`src/rtl/flash_ctl_params.svh`:
```
// constants for the flash program/erase controller: offsets, fields, codes, timing
`ifndef FLASH_CTL_PARAMS_SVH
`define FLASH_CTL_PARAMS_SVH
// register byte offsets (low 16 address bits)
`define OFS_CONTROL   16'hF400
`define OFS_KEY       16'hF410
`define OFS_ADDR      16'hF420
`define OFS_DATA      16'hF430
`define OFS_SRC       16'hF440
`define OFS_IRQ_STAT  16'hF450
`define OFS_IRQ_EN    16'hF454
`define OFS_IRQ_CLR   16'hF458
// control register field positions
`define BIT_GO        15
`define BIT_PROG_WRITE_ENABLE      14
`define BIT_FAIL      13
`define BIT_LVERR     12
`define BIT_LVLIVE    11
// operation codes
`define OP_NONE       4'h0
`define OP_WORD       4'h1
`define OP_ROW        4'h3
`define OP_PAGE       4'h4
`define OP_ARRAY      4'h5
// unlock keys, written back to back
`define KEY_FIRST     32'hAA996655
`define KEY_SECOND    32'h556699AA
// sizes in bytes
`define PAGE_BYTES    1024
`define ROW_BYTES     128
// operation times in ns
`define T_WORD_NS     2000
`define T_ROW_NS      8000
`define T_ERASE_NS    16000
`define CLK_NS        4
`endif

```
`src/rtl/flash_ctl_pkg.sv`:
```
// types shared by the flash program/erase controller
package flash_ctl_pkg;
	typedef enum logic [1:0] {
		ST_IDLE = 2'b00,
		ST_BUSY = 2'b01,
		ST_DONE = 2'b10
	} seq_state_t;
	typedef enum logic [1:0] {
		UNL_NONE  = 2'b00,
		UNL_FIRST = 2'b01,
		UNL_READY = 2'b10
	} unlock_state_t;
endpackage

```
`src/rtl/flash_program_erase_control.sv`:
```
// flash program/erase sequencer with apb register slave and event interrupt
// What this block does
// - go bit starts operation, hardware clears it
// - go accepted only armed and just unlocked
// - device reset clears only write enable among the control bits
// - write enable gates go and detector
// - fail flag set when sequence fails
// - low voltage error flag when detector trips
// - live low voltage bit follows detector
// - operation select writable only unarmed
// - code 0101 erases array unless protected
// - code 0100 erases addressed page unless protected
// - code 0011 programs addressed row unless protected
// - code 0001 programs addressed word unless protected
// - page 1 KB, row 128 bytes aligned
// - upper and unused control bits read zero
// - flags cleared by starting code zero
// - unlock key is write-only, reads zero
// - program word cleared only at power-on
`timescale 1ns/10ps
`include "flash_ctl_params.svh"
module flash_program_erase_control #(
	parameter int ADDR_W     = 32,                                        // flash address width
	parameter int T_WORD_CYC = (`T_WORD_NS + `CLK_NS - 1) / `CLK_NS,      // word program time
	parameter int T_ROW_CYC  = (`T_ROW_NS + `CLK_NS - 1) / `CLK_NS,       // row program time
	parameter int T_ERASE_CYC = (`T_ERASE_NS + `CLK_NS - 1) / `CLK_NS     // erase time
) (
	input  wire logic               CLK,          // system clock, 250 MHz
	input  wire logic               RST_B,        // device reset, async, active low
	input  wire logic               POR_B,        // power-on reset, async, active low
	input  wire logic               PSEL,
	input  wire logic               PENABLE,
	input  wire logic               PWRITE,
	input  wire logic [31:0]        PADDR,
	input  wire logic [31:0]        PWDATA,
	output logic      [31:0]        PRDATA,
	output logic                    PREADY,
	output logic                    PSLVERR,
	input  wire logic               LOW_VOLT_DETECT,  // raw detector comparator output
	output logic                    DETECTOR_ENABLE,  // powers the low_voltage_detector
	input  wire logic               PROTECT_HIT,      // target region write-protected
	input  wire logic               ARRAY_PROTECTED,  // some page of the array protected
	output logic                    FLASH_START,      // one-cycle start of an array operation
	output logic      [3:0]         FLASH_OP,         // operation being run
	output logic      [ADDR_W-1:0]  FLASH_ADDR,       // aligned target address
	output logic      [31:0]        FLASH_WDATA,      // word to program
	output logic      [31:0]        FLASH_SRC,        // row source address
	output logic                    IRQ               // level interrupt
);

	////////////////////////////////////////////////////////////////////////////////
	// register state

	logic                       go;              // operation running
	logic                       prog_write_enable;
	logic                       prog_fail_flag;
	logic                       low_volt_fail_flag;
	logic [3:0]                 operation_select;
	logic [31:0]                target_address;
	logic [31:0]                program_word;
	logic [31:0]                row_source_address;
	logic [2:0]                 irq_stat;        // done, fail, low voltage
	logic [2:0]                 irq_en;
	logic [31:0]                rdata;           // registered read data
	flash_ctl_pkg::seq_state_t    state;
	flash_ctl_pkg::unlock_state_t unlock;
	logic [31:0]                timer;           // operation cycle count
	logic                       low_volt_live;

	// note on the address map: only the low sixteen address bits are decoded,
	// so the block repeats through any larger window that the bus fabric gives it.
	// the control word sits below the key register; the interrupt trio sits above
	// the source register. words only: there are no byte strobes, and a part-word
	// store from software lands as a whole word.
	// every register answers with no wait state, so a bus master never stalls here.

	////////////////////////////////////////////////////////////////////////////////
	// bus decode

	// true when the access hits the given offset
	function automatic logic hit(input logic [31:0] a, input logic [15:0] ofs);
		hit = (a[15:0] == ofs);
	endfunction

	wire        access     = PSEL & PENABLE;            // access phase, always ready
	wire        wr         = access & PWRITE;
	wire        rd         = access & ~PWRITE;
	wire        wr_ctl     = wr & hit(PADDR, `OFS_CONTROL);
	wire        wr_key     = wr & hit(PADDR, `OFS_KEY);
	wire        mapped     = hit(PADDR, `OFS_CONTROL) | hit(PADDR, `OFS_KEY) | hit(PADDR, `OFS_ADDR)
	                       | hit(PADDR, `OFS_DATA) | hit(PADDR, `OFS_SRC) | hit(PADDR, `OFS_IRQ_STAT)
	                       | hit(PADDR, `OFS_IRQ_EN) | hit(PADDR, `OFS_IRQ_CLR);
	// go only taken while armed and straight after the key pair
	wire        go_req     = wr_ctl & PWDATA[`BIT_GO] & prog_write_enable
	                       & (unlock == flash_ctl_pkg::UNL_READY) & ~go;
	// operation select only moves while disarmed
	wire        opsel_wr   = wr_ctl & ~prog_write_enable;
	wire [3:0]  op         = operation_select;
	// codes that really touch the array
	wire        op_real    = (op == `OP_WORD) | (op == `OP_ROW) | (op == `OP_PAGE) | (op == `OP_ARRAY);
	wire        protected_op = (op == `OP_ARRAY) ? ARRAY_PROTECTED : PROTECT_HIT;
	wire [31:0] op_cycles  = (op == `OP_WORD) ? 32'(T_WORD_CYC) :
	                         (op == `OP_ROW)  ? 32'(T_ROW_CYC)  : 32'(T_ERASE_CYC);
	wire        op_end     = (state == flash_ctl_pkg::ST_BUSY) & (timer == 32'h00000000);

	// alignment of the address to the chosen granularity
	wire [31:0] page_mask  = ~(32'(`PAGE_BYTES) - 32'h00000001);
	wire [31:0] row_mask   = ~(32'(`ROW_BYTES) - 32'h00000001);
	wire [31:0] aligned_addr = (op == `OP_PAGE) ? (target_address & page_mask) :
	                           (op == `OP_ROW)  ? (target_address & row_mask)  :
	                           (op == `OP_ARRAY) ? 32'h00000000 : (target_address & 32'hFFFFFFFC);

	// control register image; upper half and gaps are zero
	wire [31:0] ctl_image  = {16'h0000, go, prog_write_enable, prog_fail_flag, low_volt_fail_flag,
	                          low_volt_live, 7'h00, operation_select};

	// read mux; key register always reads zero
	// the keys are never stored, only matched, so a read can not leak them;
	// unmapped offsets read zero and raise the slave error in the access phase
	wire [31:0] next_rdata = hit(PADDR, `OFS_CONTROL)  ? ctl_image :
	                         hit(PADDR, `OFS_KEY)      ? 32'h00000000 :
	                         hit(PADDR, `OFS_ADDR)     ? target_address :
	                         hit(PADDR, `OFS_DATA)     ? program_word :
	                         hit(PADDR, `OFS_SRC)      ? row_source_address :
	                         hit(PADDR, `OFS_IRQ_STAT) ? {29'h00000000, irq_stat} :
	                         hit(PADDR, `OFS_IRQ_EN)   ? {29'h00000000, irq_en} : 32'h00000000;

	assign PREADY  = 1'b1;                  // zero wait states
	assign PSLVERR = access & ~mapped;      // unmapped offsets error
	assign PRDATA  = rdata;

	// read data in the access cycle is the flop output, not the mux, registered
	// for the data-out style; the flop follows the mux in the setup cycle
	always_ff @(posedge CLK or negedge RST_B) begin
		if (!RST_B) begin
			rdata <= 32'h00000000;
		end else if (PSEL & ~PENABLE & ~PWRITE) begin
			rdata <= next_rdata;
		end else if (rd) begin
			rdata <= next_rdata;
		end
	end

	////////////////////////////////////////////////////////////////////////////////
	// unlock tracker: two keys in successive accesses, then the go write
	// any access at all, read or write, to any offset steps the tracker, so an
	// interrupt handler that touches the block between the keys and the go write
	// voids the unlock; software must keep that stretch free of interruption.
	// a wrong second key drops back to idle rather than waiting for a retry.

	always_ff @(posedge CLK or negedge RST_B) begin
		if (!RST_B) begin
			unlock <= flash_ctl_pkg::UNL_NONE;
		end else if (access) begin
			// any access that is not the next expected step voids the unlock
			if (wr_key && PWDATA == `KEY_FIRST) begin
				unlock <= flash_ctl_pkg::UNL_FIRST;
			end else if (wr_key && PWDATA == `KEY_SECOND && unlock == flash_ctl_pkg::UNL_FIRST) begin
				unlock <= flash_ctl_pkg::UNL_READY;
			end else begin
				unlock <= flash_ctl_pkg::UNL_NONE;
			end
		end
	end

	////////////////////////////////////////////////////////////////////////////////
	// write enable: the only control bit cleared by device reset
	// every control write reloads it, so software must keep bit 14 set in the go
	// write; a device reset during a running operation leaves go and the timer alone

	always_ff @(posedge CLK or negedge RST_B) begin
		if (!RST_B) begin
			prog_write_enable <= 1'b0;
		end else if (wr_ctl) begin
			prog_write_enable <= PWDATA[`BIT_PROG_WRITE_ENABLE];
		end
	end

	assign DETECTOR_ENABLE = prog_write_enable;
	assign low_volt_live   = prog_write_enable & LOW_VOLT_DETECT;

	////////////////////////////////////////////////////////////////////////////////
	// power-on-only control state, sequencer and data registers
	// these survive a device reset so software can inspect a failed operation

	always_ff @(posedge CLK or negedge POR_B) begin
		if (!POR_B) begin
			go                 <= 1'b0;
			operation_select   <= `OP_NONE;
			prog_fail_flag     <= 1'b0;
			low_volt_fail_flag <= 1'b0;
			program_word       <= 32'h00000000;
			target_address     <= 32'h00000000;
			row_source_address <= 32'h00000000;
			state              <= flash_ctl_pkg::ST_IDLE;
			timer              <= 32'h00000000;
		end else begin
			if (opsel_wr) begin
				operation_select <= PWDATA[3:0];
			end
			if (wr & hit(PADDR, `OFS_ADDR)) begin
				target_address <= PWDATA;
			end
			if (wr & hit(PADDR, `OFS_DATA)) begin
				program_word <= PWDATA;
			end
			if (wr & hit(PADDR, `OFS_SRC)) begin
				row_source_address <= PWDATA;
			end
			// detector trip while armed latches the error
			if (low_volt_live) begin
				low_volt_fail_flag <= 1'b1;
			end
			// sequencer: idle waits for an accepted go, busy counts the operation
			// time down, done spends one cycle clearing go. protection and unknown
			// codes skip busy entirely, so the array never sees a start for them.
			// the fail flag is rewritten at every accepted go, so it always tells the
			// result of the latest operation; the low voltage error latches until a code-zero go clears it with the detector quiet.
			unique case (state)
				flash_ctl_pkg::ST_IDLE: begin
					if (go_req) begin
						go <= 1'b1;
						if (op == `OP_NONE) begin
							// code zero clears the error flags
							prog_fail_flag <= 1'b0;
							if (!low_volt_live) begin
								low_volt_fail_flag <= 1'b0;
							end
							state <= flash_ctl_pkg::ST_DONE;
						end else if (!op_real || protected_op) begin
							// nothing touches the array; protection counts as failure
							prog_fail_flag <= protected_op & op_real;
							state <= flash_ctl_pkg::ST_DONE;
						end else begin
							prog_fail_flag <= 1'b0;
							timer <= op_cycles - 32'h00000001;
							state <= flash_ctl_pkg::ST_BUSY;
						end
					end
				end
				flash_ctl_pkg::ST_BUSY: begin
					if (low_volt_live) begin
						prog_fail_flag <= 1'b1;
					end
					if (op_end) begin
						state <= flash_ctl_pkg::ST_DONE;
					end else begin
						timer <= timer - 32'h00000001;
					end
				end
				flash_ctl_pkg::ST_DONE: begin
					go    <= 1'b0;
					state <= flash_ctl_pkg::ST_IDLE;
				end
				default: begin
					state <= flash_ctl_pkg::ST_IDLE;
				end
			endcase
		end
	end

	// start pulse toward the array only for real, unprotected codes
	assign FLASH_START = go_req & (state == flash_ctl_pkg::ST_IDLE) & op_real & ~protected_op;
	assign FLASH_OP    = operation_select;
	assign FLASH_ADDR  = aligned_addr[ADDR_W-1:0];
	assign FLASH_WDATA = program_word;
	assign FLASH_SRC   = row_source_address;

	////////////////////////////////////////////////////////////////////////////////
	// interrupt status: done, fail, low voltage; set wins over clear
	// an event in the same cycle as its clear stays pending, so no completion is
	// lost; the cost is that software may see one extra interrupt after clearing.
	// the status bits clear on device reset, unlike the flags in the control word.

	wire [2:0] irq_evt   = {low_volt_live & ~low_volt_fail_flag,
	                        op_end & low_volt_live,
	                        state == flash_ctl_pkg::ST_DONE};
	wire [2:0] irq_clr   = (wr & hit(PADDR, `OFS_IRQ_CLR)) ? PWDATA[2:0] : 3'h0;

	always_ff @(posedge CLK or negedge RST_B) begin
		if (!RST_B) begin
			irq_stat <= 3'h0;
			irq_en   <= 3'h0;
		end else begin
			irq_stat <= (irq_stat & ~irq_clr) | irq_evt;
			if (wr & hit(PADDR, `OFS_IRQ_EN)) begin
				irq_en <= PWDATA[2:0];
			end
		end
	end

	assign IRQ = |(irq_stat & irq_en);

	////////////////////////////////////////////////////////////////////////////////
	// checks
	// all of them are off while either reset is low; the busy counter below is
	// helper logic for the timing check only and drives nothing outside

	// cycles spent busy, cleared whenever the sequencer leaves busy
	logic [31:0] busy_len;

	always_ff @(posedge CLK or negedge POR_B) begin
		if (!POR_B) begin
			busy_len <= 32'h00000000;
		end else if (state == flash_ctl_pkg::ST_BUSY) begin
			busy_len <= busy_len + 32'h00000001;
		end else begin
			busy_len <= 32'h00000000;
		end
	end

	go_clears_a: assert property (@(posedge CLK) disable iff (!RST_B || !POR_B)
		state == flash_ctl_pkg::ST_DONE |=> !go)
		else $error("go bit not cleared after operation");
	go_gated_a: assert property (@(posedge CLK) disable iff (!RST_B || !POR_B)
		$rose(go) |-> $past(prog_write_enable) && $past(unlock) == flash_ctl_pkg::UNL_READY)
		else $error("go set without arm and unlock");
	detector_a: assert property (@(posedge CLK) disable iff (!RST_B || !POR_B)
		DETECTOR_ENABLE == prog_write_enable)
		else $error("detector enable mismatch");
	live_bit_a: assert property (@(posedge CLK) disable iff (!RST_B || !POR_B)
		ctl_image[`BIT_LVLIVE] == (prog_write_enable && LOW_VOLT_DETECT))
		else $error("live low voltage bit wrong");
	lv_error_a: assert property (@(posedge CLK) disable iff (!RST_B || !POR_B)
		low_volt_live |=> low_volt_fail_flag)
		else $error("low voltage error not latched");
	opsel_hold_a: assert property (@(posedge CLK) disable iff (!RST_B || !POR_B)
		prog_write_enable |=> $stable(operation_select))
		else $error("operation select moved while armed");
	upper_zero_a: assert property (@(posedge CLK) disable iff (!RST_B || !POR_B)
		ctl_image[31:16] == 16'h0000 && ctl_image[10:4] == 7'h00)
		else $error("unused control bits not zero");
	// busy lasts exactly the chosen operation time
	busy_time_a: assert property (@(posedge CLK) disable iff (!RST_B || !POR_B)
		op_end |-> busy_len == op_cycles - 32'h00000001)
		else $error("operation time wrong");
	// a start always leads into busy with go set
	start_busy_a: assert property (@(posedge CLK) disable iff (!RST_B || !POR_B)
		FLASH_START |=> go && state == flash_ctl_pkg::ST_BUSY)
		else $error("start did not enter busy");
	// go stands for the whole operation
	go_hold_a: assert property (@(posedge CLK) disable iff (!RST_B || !POR_B)
		go && state == flash_ctl_pkg::ST_BUSY |=> go)
		else $error("go dropped while busy");
	// key offset never returns data
	key_zero_a: assert property (@(posedge CLK) disable iff (!RST_B || !POR_B)
		hit(PADDR, `OFS_KEY) |-> next_rdata == 32'h00000000)
		else $error("key register read not zero");
	// detector trip during busy marks the operation failed
	fail_busy_a: assert property (@(posedge CLK) disable iff (!RST_B || !POR_B)
		state == flash_ctl_pkg::ST_BUSY && low_volt_live |=> prog_fail_flag)
		else $error("fail flag not set on low voltage");
	// protected target: no start, fail flag next
	protect_fail_a: assert property (@(posedge CLK) disable iff (!RST_B || !POR_B)
		go_req && op_real && protected_op |-> !FLASH_START ##1 prog_fail_flag)
		else $error("protected operation not refused");
	// code zero with go clears the fail flag
	flag_clear_a: assert property (@(posedge CLK) disable iff (!RST_B || !POR_B)
		go_req && op == `OP_NONE |=> !prog_fail_flag)
		else $error("fail flag not cleared by code zero");
	// row and page addresses land on their boundaries
	addr_align_a: assert property (@(posedge CLK) disable iff (!RST_B || !POR_B)
		(op == `OP_ROW |-> (aligned_addr & ~row_mask) == 32'h00000000)
		and (op == `OP_PAGE |-> (aligned_addr & ~page_mask) == 32'h00000000))
		else $error("target address not aligned");
	// whole-array erase ignores the target address
	array_addr_a: assert property (@(posedge CLK) disable iff (!RST_B || !POR_B)
		op == `OP_ARRAY |-> aligned_addr == 32'h00000000)
		else $error("array erase address not zero");
	nop_quiet_a: assert property (@(posedge CLK) disable iff (!RST_B || !POR_B)
		go_req && !op_real |-> !FLASH_START)
		else $error("start pulse for a no-op code");

endmodule

```
`config.mk`:
```
export PLATFORM = sky130hd
export DESIGN_NAME = flash_program_erase_control
export DESIGN_NICKNAME = d
export VERILOG_FILES = /design/src/rtl/flash_ctl_pkg.sv /design/src/rtl/flash_program_erase_control.sv
export VERILOG_INCLUDE_DIRS = /design/src /design/src/rtl
export SDC_FILE = /design/constraint.sdc
export NUM_CORES = 1
export LEC_CHECK = 0
export BUFFER_PORTS_ARGS = -buffer_cell sky130_fd_sc_hd__buf_4
export CAP_MARGIN = 20
export CELL_PAD_IN_SITES_DETAIL_PLACEMENT = 0
export CELL_PAD_IN_SITES_GLOBAL_PLACEMENT = 1
export CORE_UTILIZATION = 35
export CTS_CLUSTER_SIZE = 24
export DETAILED_ROUTE_END_ITERATION = 7
export PLACE_DENSITY = 0.65
export SETUP_SLACK_MARGIN = 0.3
export SLEW_MARGIN = 20
export SYNTH_ARGS = -nofsm -noshare
export SYNTH_HDL_FRONTEND = slang
export SYNTH_SLANG_ARGS = --single-unit
export TNS_END_PERCENT = 20
```
`constraint.sdc`:
```
create_clock -name CLK -period 7.4 [get_ports CLK]
set_clock_uncertainty 0.05 [all_clocks]
set_input_delay 1.11 -clock CLK [delete_from_list [all_inputs] [get_ports CLK]]
set_output_delay 1.11 -clock CLK [all_outputs]
set_load 0.05 [all_outputs]
```
==> metrics.cfg <==
[logic_synthesis]
yosys_warnings=0
ys_async_sr_fraction_pct=100
seq_area_frac_synth_pct=49.5
netlist_instances=833
synth-main-ff-cell=dfrtp_1
synth-seq-cells=178
synth_edf_count=0
synthesis.area_um2=8990
syn_area_per_cell_um2=10.8
synth_cell_type_count=67

[grt]
overflow=0
grt_pass1_wl_um=44300
grt_max_degree=96
gr-usage-all-layers_pct=22.2
antenna_found_initial=0
grt_pass1_vias=7182

[floorplan]
core-area_um2=25200
die_x_um=162
start_util_pct=35.7
io_pins=210
std_cell_rows=58
dieArea_um2=26300
die_y_um=162

[sta]
rsz0062_at_grt=false
maxSlewHeadroom_pct=35.2
fin_tns_setup_ns=0
final.min_clock_period_ns=4.41
fin_crit_sh_pct=59.5
hold_viol_final=0
tightest_slew_ns=0.969
setup-violations-final=0
drv_slew=0
max_freq_mhz=227

[route]
postRouteAntennaNets=0
drt_iter0_drc=499
post_drt_wl_per_cell_um=21.0
routed_via_density=5.47
vias=7393
drcViolationCount=0
wl_um=28400
firstDrtPassIters=4

[finish]
antennaDiodeCount=0
area_growth_pct=26.3
num-fill-cells=2440
mostFrequentLayoutCells=201 x buf_4, 178 x dfrtp_1, 88 x mux2_2
layout.nets=1084
final_cell_area_um2=11400
drive_gt1_share_pct=33.5
final_common_cell=buf_4

[cts]
clockBufferDepth=2
clock-sinks=178
cts_tree=yes
cts_buffers=17
ctsHtreeMaxLevel=4
postCtsResizedCells=0
postCtsSetupBuffers=0
clock_latency_ns=0.43
cts_hold_buf=0
clockRootBuffer=clkbuf_16
clk_pin_slew_ns=0.08

[hold_path]
holdCritPathClass=reg -> reg

[power_and_ir_drop]
powerDensity_nw_per_um2=186
power.leakage_nw=5.26
finalPower_w=0.00211
vdd_drop_max_mv=0.120

[placement]
dpl_cell_area_um2=10700
gp_congestion=0.778
numPortBuffers=190
dp.final_hpwl_um=19600

[worst_setup_path]
critical_path_required_ns=6.24
cp-start-kind=register
arrival_ns=3.25
crit_fanout=23
path_class=reg -> out
end_kind=output port

[status]
status=completed

[flow_run]
drv_cap=0

==> critical path, stage by stage, from the launching register on <==
cell and delay (ns):
dfrtp_1 0.51, or4bb_1 0.97, or2_2 0.48, a2111oi_2 0.34, buf_4 0.28, buf_4 0.23
==> report_power, final <==
group / switching, W / leakage (nW) / internal, W
clock: 0.000460 / 0.294 / 0.000465
sequential: 0.00000849 / 2.31 / 0.000985
combinational: 0.000133 / 2.65 / 0.0000574
total: 0.000602 / 5.26 / 0.00151
==> per-stage QoR <==
stage                     setup WS (ns)  hold slack [ns]  utilization (%)  std cells
after floorplan                    2.74            0.381                -        834
after global placement             3.02            0.415             42.6       1319
after detailed placement           3.02            0.422             42.6       1319
after CTS                          2.94            0.440             45.0       1351
after global routing               2.85            0.462             45.1       1352
final                              2.99            0.434             45.1       1352
==> worst paths after layout <==
path | startpoint | endpoint | slack, ns | cells past startpoint
worst max-delay path | FLASH_OP[1] | FLASH_START | 2.99 | 5
worst min-delay path | PRDATA[23] | PRDATA[23] | 0.43 | 2
worst max register to register | FLASH_OP[1] | timer[3] | 4.08 | 6
worst min register to register | PRDATA[23] | PRDATA[23] | 0.43 | 2
max in group asynchronous | POR_B | FLASH_OP[2] | 5.38 | 2
min in group asynchronous | RST_B | PRDATA[26] | 0.64 | 1
==> cells in the mapped netlist (all sizes together) (11+ instances only) <==
library cell,n,area (µm²)
nor4,18,119
clkbuf,28,105
nor2,66,248
o21ai,32,160
mux2,119,1340
nor3,19,100
inv,18,67.6
nand4,16,100
a221oi,15,131
nand2,34,130
or3,15,93.8
o31ai,20,155
dfrtp,178,4450
a21oi,49,245
nor2b,14,87.6
nand2b,16,100
or4,19,146
buf,19,110
and2,30,188
nor4bb,11,110
==> logic make-up (layout without fill, tap and decap cells) <==
family / count (synthesis) / after routing / synth area share [%]
and+or+nand+nor: 300 / 300 / 19.6
buffers and inverters: 65 / 253 / 3.14
muxes: 122 / 122 / 15.2
AOI/OAI and AO/OA: 164 / 164 / 12.1
other: 2 / 3 / 0.0835
DFF: 178 / 178 / 49.5
adders and majority gates: 2 / 2 / 0.278
==> flip-flops by register name, summed over array words and instances (netlist names), 2 cells and up <==
name	flops
irq_en	3
target_address	32
timer	32
FLASH_WDATA	32
irq_stat	3
state	2
FLASH_SRC	32
unlock	2
FLASH_OP	4
PRDATA	32
==> metal layers <==
metal / track usage [%] / wire, µm
met1: 32.8 / 13800
met2: 33.2 / 12700
met4: 5.19 / 250
met3: 4.29 / 1610
met5: 0 / 0
==> area by class of cell <==
type / count / area (µm²) / area share (%)
Sequential cell: 178 / 4450 / 39.2
Tap cell: 330 / 413 / 3.63
Inverter: 18 / 67.6 / 0.595
Timing Repair Buffer: 203 / 1550 / 13.6
Clock buffer: 18 / 439 / 3.86
Multi-Input combinational cell: 591 / 4280 / 37.7
Clock inverter: 14 / 163 / 1.43
No activity file was read; power rests on OpenSTA's default activity.
